`config.mk`:
```
export PLATFORM = sky130hd
export DESIGN_NAME = sbrg_top
export DESIGN_NICKNAME = d
export VERILOG_FILES = /design/src/rtl/sbrg_pkg.sv /design/src/rtl/sbrg_stage.sv /design/src/rtl/sbrg_top.sv
export SDC_FILE = /design/constraint.sdc
export NUM_CORES = 1
export LEC_CHECK = 0
export BUFFER_PORTS_ARGS = -buffer_cell sky130_fd_sc_hd__buf_2
export CAP_MARGIN = 20
export CORE_MARGIN = 8
export CORE_UTILIZATION = 51
export DETAILED_ROUTE_END_ITERATION = 16
export GPL_ROUTABILITY_DRIVEN = 1
export PLACE_DENSITY = 0.88
export SLEW_MARGIN = 20
export SYNTH_ARGS = -nofsm -noshare
export SYNTH_HDL_FRONTEND = slang
export SYNTH_SLANG_ARGS = --single-unit
export TNS_END_PERCENT = 30
```
`constraint.sdc`:
```
create_clock -name pclk -period 3.5 [get_ports pclk]
set_input_delay 0.35 -clock pclk [delete_from_list [all_inputs] [get_ports pclk]]
set_output_delay 0.35 -clock pclk [all_outputs]
set_load 0.02 [all_outputs]
```
`src/rtl/sbrg_pkg.sv`:
```
/*
  package of the serial bit rate generator: register offsets, field layout,
  reset values and divider constants.
  assumes a 32-bit apb slave on pclk and a single clock domain.
*/
package sbrg_pkg;

  // ************************************************************
  // register map
  // ************************************************************
  localparam logic [11:0] SBRG_DIV_SEL_OFS    = 12'h000;
  localparam logic [11:0] SBRG_STATUS_OFS     = 12'h004;
  localparam logic [7:0]  SBRG_DIV_SEL_RST    = 8'h00;

  // field positions inside bit_rate_divider_select
  localparam int          SBRG_RATE_LSB       = 0;
  localparam int          SBRG_PRE_LSB        = 4;

  // ************************************************************
  // divider constants
  // ************************************************************
  localparam int          SBRG_FIXED_DIV      = 64;
  localparam logic [5:0]  SBRG_FIXED_LAST     = 6'h3f;
  localparam logic [3:0]  SBRG_PRE_LAST_0     = 4'h0;
  localparam logic [3:0]  SBRG_PRE_LAST_1     = 4'h2;
  localparam logic [3:0]  SBRG_PRE_LAST_2     = 4'h3;
  localparam logic [3:0]  SBRG_PRE_LAST_3     = 4'hc;
  localparam logic [6:0]  SBRG_RATE_CNT_RST   = 7'h00;
  localparam logic [3:0]  SBRG_PRE_CNT_RST    = 4'h0;
  localparam logic [5:0]  SBRG_FIXED_CNT_RST  = 6'h00;

  typedef struct packed {
    logic [1:0] prescale_code;
    logic [2:0] rate_code;
  } sbrg_sel_s;

endpackage

```
`src/rtl/sbrg_stage.sv`:
```
/*
  one counting stage of the divider cascade: counts enabled pulses up to a
  last value, then emits a one-cycle carry and wraps.
  assumes in_en is a one-cycle pulse on pclk.
*/
`timescale 1ns/10ps
module sbrg_stage #(
  parameter int W = 4
) (
  input  wire logic         pclk,
  input  wire logic         presetn,
  input  wire logic         restart,
  input  wire logic         in_en,
  input  wire logic [W-1:0] last,
  output logic              carry
);

  logic [W-1:0] cnt_ff;
  logic [W-1:0] nxt_cnt;
  logic         at_last;

  assign at_last = (cnt_ff >= last);
  assign carry   = in_en & at_last;
  assign nxt_cnt = restart ? '0 : (in_en ? (at_last ? '0 : cnt_ff + 1'b1) : cnt_ff);

  always_ff @(posedge pclk or negedge presetn) begin
    if (!presetn) begin
      cnt_ff <= '0;
    end else begin
      cnt_ff <= nxt_cnt;
    end
  end

endmodule

```
`src/rtl/sbrg_top.sv`:
```
/*
  serial bit rate generator: apb register bit_rate_divider_select and a
  cascade of fixed, prescale and power-of-two dividers making baud_tick.
  assumes pclk is the reference clock and one apb master.
*/
`timescale 1ns/10ps
module sbrg_top
  import sbrg_pkg::*;
(
  input  wire logic        pclk,
  input  wire logic        presetn,
  input  wire logic        psel,
  input  wire logic        penable,
  input  wire logic        pwrite,
  input  wire logic [11:0] paddr,
  input  wire logic [31:0] pwdata,
  output logic [31:0]      prdata,
  output logic             pready,
  output logic             pslverr,
  output logic             baud_tick,
  output logic [4:0]       rate_sel
);

  // ************************************************************
  // apb decode
  // ************************************************************
  logic        setup;
  logic        acc;
  logic        rd_setup;
  logic        hit_sel;
  logic        hit_stat;
  logic        hit_any;
  logic        wr_sel;
  logic [1:0]  wr_pre_code;
  logic [2:0]  wr_rate_code;

  assign setup        = psel & ~penable;
  assign acc          = psel & penable;
  assign rd_setup     = setup & ~pwrite;
  assign hit_sel      = (paddr == SBRG_DIV_SEL_OFS);
  assign hit_stat     = (paddr == SBRG_STATUS_OFS);
  assign hit_any      = hit_sel | hit_stat;
  // writes to the status word and to unmapped words are dropped
  assign wr_sel       = acc & pwrite & hit_sel;
  assign wr_pre_code  = pwdata[SBRG_PRE_LSB +: 2];
  assign wr_rate_code = pwdata[SBRG_RATE_LSB +: 3];

  // ************************************************************
  // divider select register
  // ************************************************************
  sbrg_sel_s   sel_ff;
  sbrg_sel_s   nxt_sel;
  logic        restart_ff;

  assign nxt_sel = wr_sel ? sbrg_sel_s'({wr_pre_code, wr_rate_code}) : sel_ff;

  // every write to bit_rate_divider_select restarts the cascade, even with unchanged codes
  always_ff @(posedge pclk or negedge presetn) begin
    if (!presetn) begin
      sel_ff.prescale_code <= SBRG_DIV_SEL_RST[SBRG_PRE_LSB +: 2];
      sel_ff.rate_code     <= SBRG_DIV_SEL_RST[SBRG_RATE_LSB +: 3];
      restart_ff           <= 1'b0;
    end else begin
      sel_ff               <= nxt_sel;
      restart_ff           <= wr_sel;
    end
  end

  // ************************************************************
  // read data
  // ************************************************************
  logic [31:0] prdata_ff;
  logic [31:0] nxt_prdata;
  logic [31:0] rd_div_word;
  logic [31:0] rd_stat_word;
  logic [7:0]  sel_byte;
  logic        tick_ff;

  // fields read back where they are written; other bits read zero
  assign sel_byte     = {2'b00, sel_ff.prescale_code, 1'b0, sel_ff.rate_code};
  assign rd_div_word  = {24'h000000, sel_byte};
  assign rd_stat_word = {31'h00000000, tick_ff};
  // taken in the setup cycle, stands until the next read setup
  assign nxt_prdata   = ~rd_setup ? prdata_ff    :
                        hit_sel   ? rd_div_word  :
                        hit_stat  ? rd_stat_word : 32'h00000000;

  always_ff @(posedge pclk or negedge presetn) begin
    if (!presetn) begin
      prdata_ff <= 32'h00000000;
    end else begin
      prdata_ff <= nxt_prdata;
    end
  end

  // ************************************************************
  // error response
  // ************************************************************
  logic        pslverr_ff;
  logic        nxt_pslverr;

  // raised in the setup cycle so it stands through the access phase
  assign nxt_pslverr = setup & ~hit_any;

  always_ff @(posedge pclk or negedge presetn) begin
    if (!presetn) begin
      pslverr_ff <= 1'b0;
    end else begin
      pslverr_ff <= nxt_pslverr;
    end
  end

  // ************************************************************
  // bus outputs
  // ************************************************************
  // zero wait states: every access phase completes at once
  assign prdata  = prdata_ff;
  assign pslverr = pslverr_ff;
  assign pready  = 1'b1;

  // ************************************************************
  // prescale decode
  // ************************************************************
  logic       pre_is_1;
  logic       pre_is_3;
  logic       pre_is_4;
  logic       pre_is_13;
  logic [3:0] pre_last;

  assign pre_is_1  = (sel_ff.prescale_code == 2'b00);
  assign pre_is_3  = (sel_ff.prescale_code == 2'b01);
  assign pre_is_4  = (sel_ff.prescale_code == 2'b10);
  assign pre_is_13 = (sel_ff.prescale_code == 2'b11);
  // the prescale stage wraps at its factor minus one
  assign pre_last  = ({4{pre_is_1}}  & SBRG_PRE_LAST_0) |
                     ({4{pre_is_3}}  & SBRG_PRE_LAST_1) |
                     ({4{pre_is_4}}  & SBRG_PRE_LAST_2) |
                     ({4{pre_is_13}} & SBRG_PRE_LAST_3);

  // ************************************************************
  // rate decode
  // ************************************************************
  logic [7:0] rate_onehot;
  logic [6:0] rate_last;

  // the power-of-two stage wraps after two to the power n enables
  assign rate_onehot = 8'h01 << sel_ff.rate_code;
  assign rate_last   = 7'(rate_onehot - 8'h01);

  // ************************************************************
  // fixed stage: divide by 64
  // ************************************************************
  logic       fixed_carry;

  sbrg_stage #(.W(6)) u_fixed (
    .pclk    (pclk),
    .presetn (presetn),
    .restart (restart_ff),
    .in_en   (1'b1),
    .last    (SBRG_FIXED_LAST),
    .carry   (fixed_carry)
  );

  // ************************************************************
  // prescale stage
  // ************************************************************
  logic       pre_carry;

  sbrg_stage #(.W(4)) u_pre (
    .pclk    (pclk),
    .presetn (presetn),
    .restart (restart_ff),
    .in_en   (fixed_carry),
    .last    (pre_last),
    .carry   (pre_carry)
  );

  // ************************************************************
  // power-of-two stage
  // ************************************************************
  logic       rate_carry;

  sbrg_stage #(.W(7)) u_rate (
    .pclk    (pclk),
    .presetn (presetn),
    .restart (restart_ff),
    .in_en   (pre_carry),
    .last    (rate_last),
    .carry   (rate_carry)
  );

  // ************************************************************
  // tick output
  // ************************************************************
  logic       nxt_tick;

  assign nxt_tick = rate_carry;

  // one registered tick drives both baud_tick and the status word
  always_ff @(posedge pclk or negedge presetn) begin
    if (!presetn) begin
      tick_ff <= 1'b0;
    end else begin
      tick_ff <= nxt_tick;
    end
  end

  assign baud_tick = tick_ff;

  // ************************************************************
  // select copy output
  // ************************************************************
  logic [4:0] rate_sel_ff;
  logic [4:0] nxt_rate_sel;

  assign nxt_rate_sel = {sel_ff.prescale_code, sel_ff.rate_code};

  always_ff @(posedge pclk or negedge presetn) begin
    if (!presetn) begin
      rate_sel_ff <= 5'h00;
    end else begin
      rate_sel_ff <= nxt_rate_sel;
    end
  end

  assign rate_sel = rate_sel_ff;

endmodule

```
### Word-level counts from Yosys, hierarchy flattened

Index checks and enable logic that the tools add are counted.

* word-level logic and storage cells: 49
* output and inout bits: 40
* register bits after elaboration: 62

* reductions and logical operators: 3
* muxes and demuxes: 10
* $lt $le $gt $ge: 3
* $add $sub $neg: 4
* bitwise gates (word level): 14
* shift operators: 1
* equality and inequality tests: 4

Operator list (number)
* $mux 7: 3
* $mux 6: 3
* $eq 12x3->1 const B: 1
* $logic_not 12->1: 1
* $mux 4: 3
* $and 1x1->1: 8
* $add 7x1->7 const B: 1
* $ge 7x7->1: 1
* $shl 1x3->7 const A: 1
* $sub 7x1->7 const B: 1
* $add 6x1->6 const B: 1
* $ge 6x6->1 const B: 1
* $add 4x1->4 const B: 1
* $eq 2x2->1 const B: 2
* $ge 4x4->1: 1
* $or 2x4->4: 1
* $reduce_bool 2->1: 2
* $not 1->1: 3
* $eq 2x1->1 const B: 1
* $or 2x2->2: 1
* $mux 1: 1
* $or 1x1->1: 1

### Logic depth before layout (Yosys ltp)

* depth in word-level cells: 7
* mapped depth: 8
* depth with buffers taken out: 8

### By module

Synthesis repeated with hierarchy kept, for this count alone.

* cell total of the unflattened synthesis: 237
* area total of the unflattened synthesis: 2427.3 um^2

Modules (own cells, without submodules)
* sbrg_top: times used 1, area an instance 1024.7 um^2, cells an instance 92, seq. area each 450.4 um^2
* sbrg_stage at u_rate: times used 1, area an instance 554.3 um^2, cells an instance 58, seq. area each 175.2 um^2
* sbrg_stage at u_fixed: times used 1, area an instance 506.7 um^2, cells an instance 52, seq. area each 150.1 um^2
* sbrg_stage at u_pre: times used 1, area an instance 341.6 um^2, cells an instance 35, seq. area each 100.1 um^2

### Least setup slack after synthesis

OpenSTA, ideal clock, no wires.

* path kind: register -> register
* start point: register sel_ff, in the netlist nxt_rate_sel[1]
* end point: register u_rate.cnt_ff[3]
* cell stages (with the launch flop): 8
* path buffers: 0
* slack: 1.292 ns
* arrival: 2.113 ns
* data required time: 3.405 ns
* library setup time: 0.095 ns
* cells stage by stage: dfrtp_1 > or3_1 > ha_1 > nand2b_1 > a211oi_1 > o21ai_1 > or2_1 > o31ai_1

* word-level cells in the longest chain between the ends: 6

Ends and longest elaborated chain
* start: declaration: line sbrg_top.sv:51 `sbrg_sel_s sel_ff;`
* start signal: assignment: line sbrg_top.sv:64 `sel_ff <= nxt_sel;`
* $shl 1x3->7: line sbrg_top.sv:147 `assign rate_onehot = 8'h01 << sel_ff.rate_code;`
* $sub 7x1->7: line sbrg_top.sv:148 `assign rate_last = 7'(rate_onehot - 8'h01);`
* $ge 7x7->1: line sbrg_stage.sv:22 `assign at_last = (cnt_ff >= last);`
* $mux 7 (3 in a row): line sbrg_stage.sv:24 `assign nxt_cnt = restart ? '0 : (in_en ? (at_last ? '0 : cnt_ff + 1'b1) : cnt_ff);`
* end signal: assignment: line sbrg_stage.sv:30 `cnt_ff <= nxt_cnt;`
* end: declaration: line sbrg_stage.sv:18 `logic [W-1:0] cnt_ff;`

Every way passes these cells. The select of a mux whose other input is x is not followed.
A chain may end at the register's enable or synchronous reset.

### Worst setup path in the final report

Same ends and word-level chain as after synthesis.

==> results_dict.tcl <==
set metrics [dict create \
    leakage_nw 1.137 \
    clockRootBuffer "clkbuf_8" \
    register_area_um2 875.8 \
    gp_congestion 0.7975 \
    drt_first_iter_violations 47 \
    track_usage_pct 13.47 \
    min_path_type "input pin to asynchronous set/reset pin" \
    ys_warn_count 0 \
    layout-drive-gt1-share_pct 22.94 \
    overflow 0 \
    ant_nets 0 \
    most-common-layout-cells "dfrtp_1, buf_2, conb_1" \
    clock_latency_ns 0.28 \
    multi_input_area_um2 1012 \
    rows 23 \
    clock_path_buffers 2 \
    htreeDepth 2 \
    synth_top_flop_cell "dfrtp_1" \
    final_nets 296 \
    cts.sinks 35 \
    crit_type "flip-flop to flip-flop" \
    ioPinCount 89 \
    status "finished, final reports clean" \
    crit_path_end_kind "flip-flop" \
    ctsResizeCount 0 \
    drv_slew 0 \
    critical_path_arrival_ns 2.62 \
    relSlewSlack_pct 49.86 \
    syn_area_um2 2034 \
    die_width_um 79.16 \
    ys_types 46 \
    finalSetupViolCount 0 \
    synth_area_per_cell_um2 10.43 \
    crit_cells 7 \
    slowest_delay_ns 0.46 \
    antenna_cells 0 \
    first_pass_iters 4 \
    cp-start-kind "flip-flop" \
    synth_edf_count 0 \
    routed_wl_um 3958 \
    critical_path.top_delay_family "simple AND/OR/NAND/NOR gates" \
    core_um2 3914 \
    rr_worst_depth 7 \
    vias 1435 \
    critical_path.slowest_cell "dfrtp_1" \
    cts_tree "done" \
    worst_pin_slew_ns 0.7520 \
    synth-seq-cells 35 \
    period_share_pct 69.41 \
    grt_max_degree 36 \
    cp-startpoint "nxt_rate_sel[1]" \
    p_per_area_nw_per_um2 378.5 \
    max_cap_viol_count 0 \
    ir_worst_vdd_mv 0.1738 \
    synth_area_leaders "dfrtp_1, buf_4, ha_1, nor2_1, nand3_1" \
    ys_async_sr_fraction_pct 100.0 \
    synthCells 195 \
    fin_crit_ns 2.429 \
    wire_per_inst_um 14.09 \
    first_global_vias 1435 \
    yosysTopAreaCellShare_pct 43.05 \
    cts_buffers 5 \
    antenna_found_initial 0 \
    dp_hpwl_um 3072 \
    area_delta_synth_final_pct 9.594 \
    totalNegativeSetupSlack_ns 0 \
    grt_pass1_wl_um 6693 \
    finalCoreUtilization_pct 56.97 \
    required_ns 3.69 \
    critPathBufInv 0 \
    port_buffers 33 \
    crit_chain "or3_1, ha_1, nand2b_1, a211oi_1, o21ai_1, or2_1, o31ai_1" \
    yosys.area.top_type "dfrtp_1" \
    drc 0 \
    mostFrequentLayoutCell "dfrtp_1" \
    cp_max_fo 9 \
    skew_ns 0.001235 \
    post_cts_buffers 0 \
    cts_hold_buf 0 \
    fillers 330 \
    die_area_um2 6266 \
    hold_viol 0 \
    vias_per_cell 5.107 \
    start_util_pct 51.98 \
    clk_pin_slew_ns 0.06 \
    fmax_mhz 411.6 \
    r2r-start "nxt_rate_sel[1]" \
    die_y_um 79.16 \
    rsz0062_at_grt "no" \
    ys_seq_area_share_pct 43.05 \
]
-- worst paths after layout --
path                                    end  slack [ns]
hold reg to reg                 rate_sel[3]        0.44
min in group pclk           nxt_rate_sel[3]        0.28
max in group asynchronous   u_pre.cnt_ff[1]        2.89
setup reg to reg           u_rate.cnt_ff[3]        1.07
setup / recovery           u_rate.cnt_ff[3]        1.07
hold / removal                  rate_sel[1]        0.13
-- layout make-up --
class                   instances  area share (%)
clock inverters                 1          0.2245
inverters                       7           1.178
clock buffers                   6           3.704
flip-flops and latches         35           39.28
repair buffers                 33           7.407
multi-input cells             149           45.40
well taps                      50           2.806
-- cells by family (layout without fill, tap and decap cells) --
kind of cell    Yosys count  count (layout)  synth area share [%]
compound gates           31              31                 13.22
xor+xnor                  6               6                 2.583
fa+ha+maj                16              16                 9.840
buf+inv                  37              47                 11.99
flops                    35              35                 43.05
mux                       5               5                 2.706
other cells               2              28                0.3691
simple gates             63              63                 16.24
-- per-stage QoR --
stage | power (mW) | worst slack (ns) | instances | cell area [µm²] | hold WS (ns)
CTS | 0.8564 | 1.084 | 281 | 2230 | 0.1444
finish | 0.8438 | 1.071 | 281 | 2230 | 0.1324
global placement | 0.5589 | 1.114 | 274 | 2142 | 0.4231
detailed placement | 0.5650 | 1.099 | 274 | 2142 | 0.4281
floorplan | 0.5548 | 1.292 | 221 | 2132 | 0.05441
global route | 0.8859 | 0.8804 | 281 | 2230 | 0.1835
-- metal layers --
metal	GRT usage (%)	up-vias	share of wire, %
li1	-	706	-
met1	14.45	667	40
met2	22.51	57	48
met3	5.756	5	10
met4	6.111	0	1.8
met5	0	-	0
-- state kept, by name, summed over array words and instances, names as in the netlist --
signal,cells
rate_sel,5
prdata,5
restart_ff,1
baud_tick,1
u_fixed.cnt_ff,6
nxt_rate_sel,5
u_pre.cnt_ff,4
pslverr,1
u_rate.cnt_ff,7
-- power breakdown --
part	internal, mW	total, mW	switching [mW]
Clock	0.154	0.286	0.132
Sequential	0.430	0.453	0.0232
Combinational	0.0348	0.105	0.0699
Total	0.619	0.844	0.225
-- Yosys cell counts, drive strengths merged (2+ instances only) --
library cell / instances
o21ai: 9
nand2b: 3
xnor2: 3
conb: 2
o31ai: 2
xor2: 3
nand2: 11
nor3: 8
nand3: 12
mux2: 4
a22o: 5
a21oi: 2
dfrtp: 35
buf: 29
inv: 7
a211oi: 2
a221o: 2
ha: 16
nor2: 18
nor4: 3
Note: power is estimated with default switching activity, not from simulation.
